<file path="src/bbagc_pkg.sv">
// Constants for the receive gain configuration register bank
package bbagc_pkg;
    // ------------------------------------------------------------------
    // Bus geometry
    // ------------------------------------------------------------------
    localparam int ADDR_W = 8;
    localparam int DATA_W = 32;
    localparam int NUM_REGS = 13;
    localparam int TABLE_DEPTH = 32;
    localparam logic [1:0] RESP_OKAY = 2'h0;
    localparam logic [1:0] RESP_SLVERR = 2'h2;

    // ------------------------------------------------------------------
    // Register indices (byte address is four times the index)
    // ------------------------------------------------------------------
    localparam logic [5:0] IDX_CW_SCALE_LOCKIN = 6'h26;
    localparam logic [5:0] IDX_LOCK_WIN_POS = 6'h28;
    localparam logic [5:0] IDX_GAIN_BACKOFF = 6'h2A;
    localparam logic [5:0] IDX_TABLE_ADDR = 6'h2C;
    localparam logic [5:0] IDX_TABLE_DATA = 6'h2E;
    localparam logic [5:0] IDX_LOOP_COEF = 6'h30;
    localparam logic [5:0] IDX_OVERRIDE_VALS = 6'h32;
    localparam logic [5:0] IDX_TEST_CTRL = 6'h34;
    localparam logic [5:0] IDX_RF_PAD_THRESH = 6'h36;
    localparam logic [5:0] IDX_SAT_ATTEN = 6'h38;
    localparam logic [5:0] IDX_LOCK_WIN_NEG = 6'h3A;
    localparam logic [5:0] IDX_CS_SCALE = 6'h3C;
    localparam logic [5:0] IDX_TX_POWER = 6'h3E;
    localparam logic [5:0] IDX_LAST = IDX_TX_POWER;
    // Slot within the bank
    localparam logic [3:0] SLOT_TABLE_ADDR = 4'h3;
    localparam logic [3:0] SLOT_TABLE_DATA = 4'h4;

    // ------------------------------------------------------------------
    // Field positions and values
    // ------------------------------------------------------------------
    localparam int TADDR_RD_SEL_BIT = 5;
    localparam int TEST_CONT_BIT = 7;
    localparam int TEST_POL_BIT = 6;
    localparam int TEST_EXTRA_DIS_BIT = 5;
    localparam int TEST_OVR_EN_BIT = 2;
    localparam int TEST_ABORT2_BIT = 1;
    localparam int TEST_SATSTEP_BIT = 0;
    localparam int OVR_RF_BIT = 7;
    localparam int RF_THR_DIS_BIT = 7;
    localparam logic [2:0] CW_FORCE_ON = 3'h0;
    localparam logic [2:0] CW_FORCE_OFF = 3'h7;
    // Block level is 4.0 dB plus half steps, counted in half dB
    localparam logic [5:0] SAT_BLOCK_BASE = 6'h08;
    localparam logic [7:0] REG_RESET = 8'h00;

    // ------------------------------------------------------------------
    // Write channel states
    // ------------------------------------------------------------------
    typedef enum logic [1:0] {
        BBAGC_WR_IDLE = 2'b00,
        BBAGC_WR_ADDR = 2'b01,
        BBAGC_WR_RESP = 2'b11,
        BBAGC_WR_DATA = 2'b10
    } bbagc_wr_state_t;
endpackage : bbagc_pkg

</file>
<file path="src/bbagc_config_regs.sv">
// Receive gain configuration register bank with AXI4-Lite access
// Operation
// - CW scale zero forces on, sevens off
// - Inner lock window from five-bit field
// - Antenna search only within max lock count
// - Outer window positive side five bits
// - Six-bit backoff sets converter headroom
// - Read select picks table entry or data
// - Table entries are seven-bit unsigned
// - Seven-bit fractional loop coefficient applied
// - Override RF bit one removes pad
// - Override IF value replaces loop output
// - Continuous bit allows updates during freeze
// - Polarity bit inverts RF step output
// - Extra refinement unless disable bit set
// - Override bit drives both RF, IF
// - Abort second antenna search on weaker power
// - Sat step only when control bit set
// - Pad removed below voltage threshold
// - Mid twice value, low direct, on counts
// - Sat step suppressed at block level
// - Negative window magnitude negated internally
// - Six-bit second carrier sense scale
// - TX power latched on enable rise
`timescale 1ns/1ns
module bbagc_config_regs
    import bbagc_pkg::*;
(
    input wire logic aclk,
    input wire logic aresetn,
    // AXI4-Lite slave
    input wire logic [ADDR_W-1:0] s_axi_awaddr,
    input wire logic [2:0] s_axi_awprot,
    input wire logic s_axi_awvalid,
    output logic s_axi_awready,
    input wire logic [DATA_W-1:0] s_axi_wdata,
    input wire logic [3:0] s_axi_wstrb,
    input wire logic s_axi_wvalid,
    output logic s_axi_wready,
    output logic [1:0] s_axi_bresp,
    output logic s_axi_bvalid,
    input wire logic s_axi_bready,
    input wire logic [ADDR_W-1:0] s_axi_araddr,
    input wire logic [2:0] s_axi_arprot,
    input wire logic s_axi_arvalid,
    output logic s_axi_arready,
    output logic [DATA_W-1:0] s_axi_rdata,
    output logic [1:0] s_axi_rresp,
    output logic s_axi_rvalid,
    input wire logic s_axi_rready,
    // Gain loop status, same clock
    input wire logic [7:0] agc_updates_to_lock,
    input wire logic agc_freeze,
    input wire logic agc_locked,
    input wire logic second_ant_power_lower,
    input wire logic [6:0] agc_voltage,
    input wire logic loop_rf_pad_remove,
    input wire logic [6:0] loop_if_gain,
    input wire logic [5:0] agc_level_halfdb,
    input wire logic [3:0] iq_sat_count,
    input wire logic [3:0] mid_sat_threshold,
    input wire logic [3:0] low_sat_threshold,
    // Transmit path enable pin, asynchronous
    input wire logic transmit_path_enable,
    // Decoded controls to the gain loop
    output logic [2:0] cw_scale,
    output logic cw_force_active,
    output logic cw_force_inactive,
    output logic [4:0] inner_lock_window,
    output logic antenna_search_allow,
    output logic [4:0] outer_window_pos,
    output logic signed [5:0] outer_window_neg,
    output logic [5:0] adc_backoff,
    output logic [6:0] loop_coefficient,
    output logic gain_update_allow,
    output logic extra_update_enable,
    output logic abort_second_antenna,
    output logic [4:0] sat_atten_mid,
    output logic [3:0] sat_atten_low,
    output logic [5:0] second_carrier_sense,
    output logic rf_gain_step_line,
    output logic [6:0] if_gain_line,
    output logic signed [6:0] tx_power_dac
);
    // ------------------------------------------------------------------
    // Storage
    // ------------------------------------------------------------------
    logic [7:0] regs_q [NUM_REGS];
    logic [6:0] table_q [TABLE_DEPTH];
    bbagc_wr_state_t wr_state_q, wr_state_d;
    logic [ADDR_W-1:0] awaddr_q;
    logic [7:0] wdata_q;
    logic wstrb0_q;
    logic [1:0] bresp_q;
    logic rvalid_q;
    logic [DATA_W-1:0] rdata_q;
    logic [1:0] rresp_q;
    logic transmit_path_enable_meta_q, transmit_path_enable_sync_q, transmit_path_enable_prev_q;
    logic signed [6:0] tx_power_q;
    logic [2:0] cw_scale_q;
    logic cw_on_q, cw_off_q;
    logic [4:0] inner_q, outer_pos_q;
    logic signed [5:0] outer_neg_q;
    logic [5:0] backoff_q, cs2_q;
    logic [6:0] coef_q, if_gain_q;
    logic search_q, upd_q, extra_q, abort_q, rf_q;
    logic [4:0] mid_q;
    logic [3:0] low_q;

    // ------------------------------------------------------------------
    // Write channel
    // ------------------------------------------------------------------
    wire aw_take = s_axi_awvalid && s_axi_awready;
    wire w_take = s_axi_wvalid && s_axi_wready;
    wire wr_commit = (wr_state_d == BBAGC_WR_RESP) &&
        (wr_state_q != BBAGC_WR_RESP);
    wire [ADDR_W-1:0] wr_addr = aw_take ? s_axi_awaddr : awaddr_q;
    wire [7:0] wr_byte = w_take ? s_axi_wdata[7:0] : wdata_q;
    wire wr_lane0 = w_take ? s_axi_wstrb[0] : wstrb0_q;
    wire [5:0] wr_idx = wr_addr[7:2];
    wire wr_hit = (wr_idx >= IDX_CW_SCALE_LOCKIN) &&
        (wr_idx <= IDX_LAST) && !wr_idx[0];
    wire [5:0] wr_off = wr_idx - IDX_CW_SCALE_LOCKIN;
    wire [3:0] wr_slot = wr_off[4:1];

    assign s_axi_awready = (wr_state_q == BBAGC_WR_IDLE) ||
        (wr_state_q == BBAGC_WR_DATA);
    assign s_axi_wready = (wr_state_q == BBAGC_WR_IDLE) ||
        (wr_state_q == BBAGC_WR_ADDR);
    assign s_axi_bvalid = (wr_state_q == BBAGC_WR_RESP);
    assign s_axi_bresp = bresp_q;

    always_comb begin
        wr_state_d = wr_state_q;
        case (wr_state_q)
            BBAGC_WR_IDLE: begin
                if (aw_take && w_take) begin
                    wr_state_d = BBAGC_WR_RESP;
                end else if (aw_take) begin
                    wr_state_d = BBAGC_WR_ADDR;
                end else if (w_take) begin
                    wr_state_d = BBAGC_WR_DATA;
                end
            end
            BBAGC_WR_ADDR: begin
                if (w_take) begin
                    wr_state_d = BBAGC_WR_RESP;
                end
            end
            BBAGC_WR_DATA: begin
                if (aw_take) begin
                    wr_state_d = BBAGC_WR_RESP;
                end
            end
            BBAGC_WR_RESP: begin
                if (s_axi_bready) begin
                    wr_state_d = BBAGC_WR_IDLE;
                end
            end
            default: wr_state_d = BBAGC_WR_IDLE;
        endcase
    end

    always_ff @(posedge aclk) begin
        if (!aresetn) begin
            wr_state_q <= BBAGC_WR_IDLE;
            awaddr_q <= '0;
            wdata_q <= REG_RESET;
            wstrb0_q <= 1'b0;
            bresp_q <= RESP_OKAY;
        end else begin
            wr_state_q <= wr_state_d;
            if (aw_take) begin
                awaddr_q <= s_axi_awaddr;
            end
            if (w_take) begin
                wdata_q <= s_axi_wdata[7:0];
                wstrb0_q <= s_axi_wstrb[0];
            end
            if (wr_commit) begin
                bresp_q <= wr_hit ? RESP_OKAY : RESP_SLVERR;
            end
        end
    end

    // ------------------------------------------------------------------
    // Register bank, all bits kept as written
    // ------------------------------------------------------------------
    genvar gi;
    generate
        for (gi = 0; gi < NUM_REGS; gi++) begin : g_reg
            wire we = wr_commit && wr_hit && wr_lane0 &&
                (wr_slot == 4'(gi));
            always_ff @(posedge aclk) begin
                if (!aresetn) begin
                    regs_q[gi] <= REG_RESET;
                end else if (we) begin
                    regs_q[gi] <= wr_byte;
                end
            end
        end
    endgenerate

    // Writing table data also loads the entry at the table address
    wire tbl_we = wr_commit && wr_hit && wr_lane0 &&
        (wr_slot == SLOT_TABLE_DATA);
    wire [4:0] tbl_addr = regs_q[SLOT_TABLE_ADDR][4:0];
    always_ff @(posedge aclk) begin
        if (tbl_we) begin
            table_q[tbl_addr] <= wr_byte[6:0];
        end
    end

    // ------------------------------------------------------------------
    // Read channel
    // ------------------------------------------------------------------
    wire ar_take = s_axi_arvalid && s_axi_arready;
    wire [5:0] rd_idx = s_axi_araddr[7:2];
    wire rd_hit = (rd_idx >= IDX_CW_SCALE_LOCKIN) &&
        (rd_idx <= IDX_LAST) && !rd_idx[0];
    wire [5:0] rd_off = rd_idx - IDX_CW_SCALE_LOCKIN;
    wire [3:0] rd_slot = rd_off[4:1];
    wire rd_tbl_sel = regs_q[SLOT_TABLE_ADDR][TADDR_RD_SEL_BIT];
    wire [7:0] rd_reg = regs_q[rd_slot];
    wire [7:0] rd_tbl = {1'b0, table_q[tbl_addr]};
    wire [7:0] rd_byte = !rd_hit ? 8'h00 :
        ((rd_slot == SLOT_TABLE_DATA) && rd_tbl_sel) ? rd_tbl :
        rd_reg;

    assign s_axi_arready = !rvalid_q;
    assign s_axi_rvalid = rvalid_q;
    assign s_axi_rdata = rdata_q;
    assign s_axi_rresp = rresp_q;

    always_ff @(posedge aclk) begin
        if (!aresetn) begin
            rvalid_q <= 1'b0;
            rdata_q <= '0;
            rresp_q <= RESP_OKAY;
        end else if (ar_take) begin
            rvalid_q <= 1'b1;
            rdata_q <= {24'h000000, rd_byte};
            rresp_q <= rd_hit ? RESP_OKAY : RESP_SLVERR;
        end else if (s_axi_rready) begin
            rvalid_q <= 1'b0;
        end
    end

    // ------------------------------------------------------------------
    // Field decode
    // ------------------------------------------------------------------
    wire [7:0] r_cw = regs_q[0];
    wire [7:0] r_pos = regs_q[1];
    wire [7:0] r_test = regs_q[7];
    wire [7:0] r_ovr = regs_q[6];
    wire [7:0] r_thr = regs_q[8];
    wire [7:0] r_sat = regs_q[9];
    wire [7:0] r_neg = regs_q[10];

    wire ovr_en = r_test[TEST_OVR_EN_BIT];
    wire rf_thr_low = !r_thr[RF_THR_DIS_BIT] &&
        (agc_voltage < r_thr[6:0]);
    wire rf_loop = loop_rf_pad_remove || rf_thr_low;
    wire rf_pre = ovr_en ? r_ovr[OVR_RF_BIT] : rf_loop;
    wire rf_d = rf_pre ^ r_test[TEST_POL_BIT];
    wire [6:0] if_d = ovr_en ? r_ovr[6:0] : loop_if_gain;
    wire search_d = agc_updates_to_lock <= {5'h00, r_pos[7:5]};
    wire upd_d = r_test[TEST_CONT_BIT] ||
        !(agc_freeze || agc_locked);
    wire [5:0] block_lvl = SAT_BLOCK_BASE + {3'h0, r_neg[7:5]};
    wire sat_ok = r_test[TEST_SATSTEP_BIT] &&
        (agc_level_halfdb > block_lvl);
    wire [4:0] mid_d = (sat_ok && iq_sat_count > mid_sat_threshold) ?
        {r_sat[7:4], 1'b0} : 5'h00;
    wire [3:0] low_d = (sat_ok && iq_sat_count > low_sat_threshold) ?
        r_sat[3:0] : 4'h0;
    wire [5:0] neg_d = 6'h00 - {1'b0, r_neg[4:0]};

    always_ff @(posedge aclk) begin
        if (!aresetn) begin
            cw_scale_q <= 3'h0;
            cw_on_q <= 1'b0;
            cw_off_q <= 1'b0;
            inner_q <= 5'h00;
            outer_pos_q <= 5'h00;
            outer_neg_q <= 6'h00;
            backoff_q <= 6'h00;
            coef_q <= 7'h00;
            cs2_q <= 6'h00;
            search_q <= 1'b0;
            upd_q <= 1'b0;
            extra_q <= 1'b0;
            abort_q <= 1'b0;
            mid_q <= 5'h00;
            low_q <= 4'h0;
            rf_q <= 1'b0;
            if_gain_q <= 7'h00;
        end else begin
            cw_scale_q <= r_cw[7:5];
            cw_on_q <= (r_cw[7:5] == CW_FORCE_ON);
            cw_off_q <= (r_cw[7:5] == CW_FORCE_OFF);
            inner_q <= r_cw[4:0];
            outer_pos_q <= r_pos[4:0];
            outer_neg_q <= neg_d;
            backoff_q <= regs_q[2][5:0];
            coef_q <= regs_q[5][6:0];
            cs2_q <= regs_q[11][5:0];
            search_q <= search_d;
            upd_q <= upd_d;
            extra_q <= !r_test[TEST_EXTRA_DIS_BIT];
            abort_q <= r_test[TEST_ABORT2_BIT] &&
                second_ant_power_lower;
            mid_q <= mid_d;
            low_q <= low_d;
            rf_q <= rf_d;
            if_gain_q <= if_d;
        end
    end

    // ------------------------------------------------------------------
    // Transmit power, applied on the enable's rising edge
    // ------------------------------------------------------------------
    always_ff @(posedge aclk) begin
        if (!aresetn) begin
            transmit_path_enable_meta_q <= 1'b0;
            transmit_path_enable_sync_q <= 1'b0;
            transmit_path_enable_prev_q <= 1'b0;
            tx_power_q <= 7'h00;
        end else begin
            transmit_path_enable_meta_q <= transmit_path_enable;
            transmit_path_enable_sync_q <= transmit_path_enable_meta_q;
            transmit_path_enable_prev_q <= transmit_path_enable_sync_q;
            if (transmit_path_enable_sync_q && !transmit_path_enable_prev_q) begin
                tx_power_q <= regs_q[12][7:1];
            end
        end
    end

    // ------------------------------------------------------------------
    // Outputs
    // ------------------------------------------------------------------
    assign cw_scale = cw_scale_q;
    assign cw_force_active = cw_on_q;
    assign cw_force_inactive = cw_off_q;
    assign inner_lock_window = inner_q;
    assign antenna_search_allow = search_q;
    assign outer_window_pos = outer_pos_q;
    assign outer_window_neg = outer_neg_q;
    assign adc_backoff = backoff_q;
    assign loop_coefficient = coef_q;
    assign gain_update_allow = upd_q;
    assign extra_update_enable = extra_q;
    assign abort_second_antenna = abort_q;
    assign sat_atten_mid = mid_q;
    assign sat_atten_low = low_q;
    assign second_carrier_sense = cs2_q;
    assign rf_gain_step_line = rf_q;
    assign if_gain_line = if_gain_q;
    assign tx_power_dac = tx_power_q;
endmodule : bbagc_config_regs

</file>
<file path="config.mk">
export PLATFORM = sky130hd
export DESIGN_NAME = bbagc_config_regs
export DESIGN_NICKNAME = d
export VERILOG_FILES = /design/src/bbagc_pkg.sv /design/src/bbagc_config_regs.sv
export SDC_FILE = /design/constraint.sdc
export NUM_CORES = 1
export LEC_CHECK = 0
export ABC_AREA = 0
export ABC_CLOCK_PERIOD_IN_PS = 3600
export BUFFER_PORTS_ARGS = -buffer_cell sky130_fd_sc_hd__buf_2
export CAP_MARGIN = 20
export CORE_AREA = 4 4 153 215
export CTS_CLUSTER_DIAMETER = 120
export CTS_CLUSTER_SIZE = 8
export DETAILED_ROUTE_END_ITERATION = 7
export DIE_AREA = 0 0 157 219
export GPL_TIMING_DRIVEN = 0
export HOLD_SLACK_MARGIN = 0.05
export PLACE_DENSITY = 0.89
export SLEW_MARGIN = 20
export SYNTH_ARGS = -nofsm -noshare
export SYNTH_HDL_FRONTEND = slang
export SYNTH_SLANG_ARGS = --single-unit
export TNS_END_PERCENT = 10
</file>
<file path="constraint.sdc">
create_clock -name aclk -period 3.6 [get_ports aclk]
set_input_delay 0 -clock aclk [delete_from_list [all_inputs] [get_ports aclk]]
set_output_delay 0 -clock aclk [all_outputs]
set_load 0.02 [all_outputs]
</file>
Yosys cells after proc, flatten, opt, wreduce, memory -nomap -nowiden

Memories as Yosys holds them, arrays and structs flattened. A register that Yosys moved wholly into a read port is not among the register bits.
Cells that the tools add are included.

Add/sub/neg operators: 4
Order comparisons: 9
Equality and inequality tests: 19
Multiplexer cells: 72
Bitwise operators: 14
Reductions and logical operators: 53

Operators by type and width:

| cell                  | number |
|---|---|
| $mux W8               | 17 |
| $mux W1               | 45 |
| $logic_and A1 B1 Y1   | 31 |
| $eq A4 B3 Y1 const B  | 5 |
| $eq A4 B4 Y1 const B  | 5 |
| $mux W2               | 8 |
| $or A1 B1 Y1          | 13 |
| $ge A6 B6 Y1 const B  | 2 |
| $le A6 B6 Y1 const B  | 2 |
| $logic_not A1 Y1      | 11 |
| $sub A5 B3 Y5 const B | 2 |
| $eq A4 B2 Y1 const B  | 2 |
| $gt A4 B4 Y1          | 2 |
| $le A8 B3 Y1          | 1 |
| $pmux W2 S4           | 1 |
| $lt A7 B7 Y1          | 1 |
| $mux W7               | 1 |
| $eq A2 B2 Y1 const B  | 3 |
| $gt A6 B5 Y1          | 1 |
| $sub A1 B5 Y6 const A | 1 |
| $add A4 B3 Y5 const A | 1 |
| $logic_or A1 B1 Y1    | 5 |
| $eq A4 B1 Y1 const B  | 1 |
| $logic_not A4 Y1      | 1 |
| 8 further kinds       | 9 |

Register bits after elaboration: 77
Memory bits (writable): 328
Input bits: 110
Memories: 2

Memories:

| name    | depth | width | rd ports | clocked after memory_dff | wr ports | RTL line                | text |
|---|---|---|---|---|---|---|---|
| table_q | 32    | 7     | 1        | 0                        | 1        | bbagc_config_regs.sv:89 | `logic [6:0] table_q [TABLE_DEPTH];` |
| regs_q  | 13    | 8     | 13       | 4                        | 13       | bbagc_config_regs.sv:88 | `logic [7:0] regs_q [NUM_REGS];` |

Depth between registers and ports, before layout

Depth after elaboration: 16
Mapped depth: 9
Gate-level depth less buffers: 7

Least setup slack after synthesis

No wires, ideal clock.

Path type: register to register
From: register wr_state_q[0]
To: memory regs_q[11][0] (enable)
Data arrival time: 2,313 ps
Path slack: 903 ps
Cell stages (with the launch flop): 7
Path buffers: 1
Clock period less this slack: 2,697 ps
Cells stage by stage: dfxtp_1 -> nand2b_4 -> buf_6 -> mux2_4 -> a311oi_4 -> nand3_4 -> o21ai_0

RTL lines:

| element                | RTL line                 | text |
|---|---|---|
| from (decl)            | bbagc_config_regs.sv:90  | `bbagc_wr_state_t wr_state_q, wr_state_d;` |
| from (signal assigned) | bbagc_config_regs.sv:172 | `wr_state_q <= wr_state_d;` |
| to (decl)              | bbagc_config_regs.sv:88  |  |

==> impl_metrics.tcl <==
set metrics [dict create \
    port_buffers 152 \
    tritoncts "done" \
    clkTransAtPathRegs_ps 50 \
    routed_wirelength_mm 50.2 \
    antenna_cells 0 \
    antenna_found_initial 0 \
    grt_max_degree 34 \
    grt_pass1_wl_mm 73.4 \
    holdWs_ps 67.7 \
    syn_inst 1164 \
    slew_violations 0 \
    fin_cells 1890 \
    setup_viol 0 \
    setup_tns_ps 0 \
    arrival_ps 3710 \
    hold_viol_final 0 \
    grt_pass1_vias 12256 \
    gp_congestion 0.944 \
    layout-drive-gt1-share 0.284 \
    cts_root_buf "clkbuf_16" \
    fin_crit_ps 3510 \
    relSlewSlack 0.238 \
    crit_slowest_cell "nor2_1" \
    syn_area_per_cell_um2 15.3 \
    synth-warning-count 0 \
    path_class "reg2reg" \
    synth_cell_types 70 \
    clockBufferDepth 3 \
    worst_pin_slew_ps 1140 \
    cap_violations 0 \
    place_ws_ps -269 \
    num_vias 11715 \
    hp-class "in2reg" \
    initial_utilization 0.571 \
    vdd_drop_max_v 0.000366 \
    rows 77 \
    utilization 0.689 \
    status "finished, final reports clean" \
    io_pins 219 \
    via_per_inst 6.20 \
    htree_levels 2 \
    finClkSkew_ps 34.1 \
    insertion_delay_ps 610 \
    grt_usage 0.288 \
    numCtsBuffers 59 \
    cp.required_ps 3800 \
    hpwlAfterDp_mm 32.9 \
    wl_per_cell_um 26.6 \
    clock-sinks 426 \
    synth_edf_count 328 \
    synthTopCellsByArea "edfxtp_1 55%, dfxtp_1 11%, mux4_2 9.8%" \
    grt_overflow_total 0 \
    synth-seq-area-share 0.665 \
    power_density_nw_per_um2 536 \
    synth_most_common_cell "edfxtp_1" \
    finalCritPeriodShare 0.976 \
    syn-cell-area_um2 17800 \
    fp.coreArea_um2 31100 \
    crit_path_start_kind "flop" \
    first_pass_iters 6 \
    drc 0 \
    endpoint_kind "flop" \
    die_h_um 219 \
    ant_nets 0 \
    dieArea_um2 34400 \
    die_w_um 157 \
    synth_largest_area_cell "edfxtp_1" \
    first_iter_violations 1216 \
    crit_fanout 10 \
    async_flop_share 0 \
    crit_path_cell_trace "buf_2 -> buf_1 -> clkbuf_2 -> clkbuf_1 -> nand4b_1 -> nor2_1" \
    area_delta_synth_final_pct 20.6 \
    synthTopCellsByCount "328 x edfxtp_1, 117 x nor2_1, 98 x dfxtp_1, 77 x mux4_2, 52 x inv_1" \
    synth_flop_cell "edfxtp_1" \
    ys_ff_latch 426 \
    synth_top_area_share 0.554 \
    dp.cells 1737 \
    fmax_ghz 0.285 \
    p_leak_nw 7.91 \
    critPathMaxStageDelay_ps 850 \
    setup_slack_ps 87.8 \
    fin_nets 1589 \
]
[layout make-up]
type | count | area (µm²)
sequential | 426 | 11800
fill | 1848 | 9690
multi-input combinational | 623 | 5410
clock buffer | 97 | 1640
timing repair buffer | 205 | 1310
buffer | 89 | 504
tap | 395 | 494
inverter | 52 | 203
clock inverter | 3 | 58.8
[stage by stage]
stage / area (µm²) / total power, mW
2_1_floorplan: 17900 / 6.07
3_3_place_gp: 19100 / 6.35
3_5_place_dp: 19100 / 6.38
4_1_cts: 21300 / 11.4
5_1_grt: 21400 / 11.8
6_report: 21400 / 11.5
[metal layers]
layer	vias to the layer above	routed length, µm	global-route usage
met4	0	4670	0.211
li1	4919	-	-
met1	5691	15400	0.303
met3	257	4090	0.0448
met2	848	26100	0.516
met5	-	0	0
[final timing paths]
path	start	to	slack (ps)	cells past startpoint
worst max register to register	regs_q[3][1]	table_q[1][4]	90	6
worst min register to register	transmit_path_enable_meta_q	transmit_path_enable_sync_q	450	1
worst min-delay path	agc_level_halfdb[4]	sat_atten_mid[4]	70	3
worst max-delay path	regs_q[3][1]	table_q[1][4]	90	6
[power by group]
part	switching, mW	total [mW]	internal (mW)
clock	2.03	5.10	3.07
combinational	0.570	0.913	0.343
sequential	0.0580	5.47	5.41
[state kept, by name, indices dropped and copies added (netlist names), 3 cells and up]
| signal | count |
|---|---|
| table_q | 224 |
| regs_q | 104 |
| s_axi_rdata | 8 |
| wdata_q | 8 |
| if_gain_line | 7 |
| loop_coefficient | 7 |
| tx_power_dac | 7 |
| adc_backoff | 6 |
| awaddr_q | 6 |
| outer_window_neg | 6 |
| second_carrier_sense | 6 |
| inner_lock_window | 5 |
| outer_window_pos | 5 |
| sat_atten_low | 4 |
| sat_atten_mid | 4 |
| cw_scale | 3 |
[logic make-up (layout without fill, tap and decap cells)]
group / after synthesis / after routing / share of synthesized area
simple gates: 334 / 334 / 0.102
other cells: 1 / 27 / 0.000211
fa+ha+maj: 23 / 23 / 0.0162
buf+inv: 141 / 446 / 0.0393
xor+xnor: 7 / 7 / 0.00387
flops: 426 / 426 / 0.665
mux: 136 / 136 / 0.134
compound gates: 96 / 96 / 0.0391
[cell usage in the layout, fill, tap and decap left out, types with 27 or more instances in the layout]
cell type / n
and2_1: 45
buf_2: 166
buf_4: 33
clkbuf_1: 72
clkbuf_16: 61
conb_1: 27
dfxtp_1: 98
dlygate4sd3_1: 46
edfxtp_1: 328
inv_1: 49
mux2i_1: 38
mux4_2: 77
nand2_1: 42
nor2_1: 101
nor2b_1: 32
nor3_1: 27
[critical path, delay by kind of cell, from the launching register on]
family / cells / cell delay [ps]
DFF: 1 / 360
and+or+nand+nor: 2 / 1520
buffers and inverters: 4 / 1240
[timing repair]
action,in CTS,in global routing
hold buffers,43,3
resized for setup,11,8
pin swaps,1,1
endpoints found under the setup margin,112,76
setup buffers,2,1
hold endpoints to repair,34,21
Power figures use the tool's default switching activity.
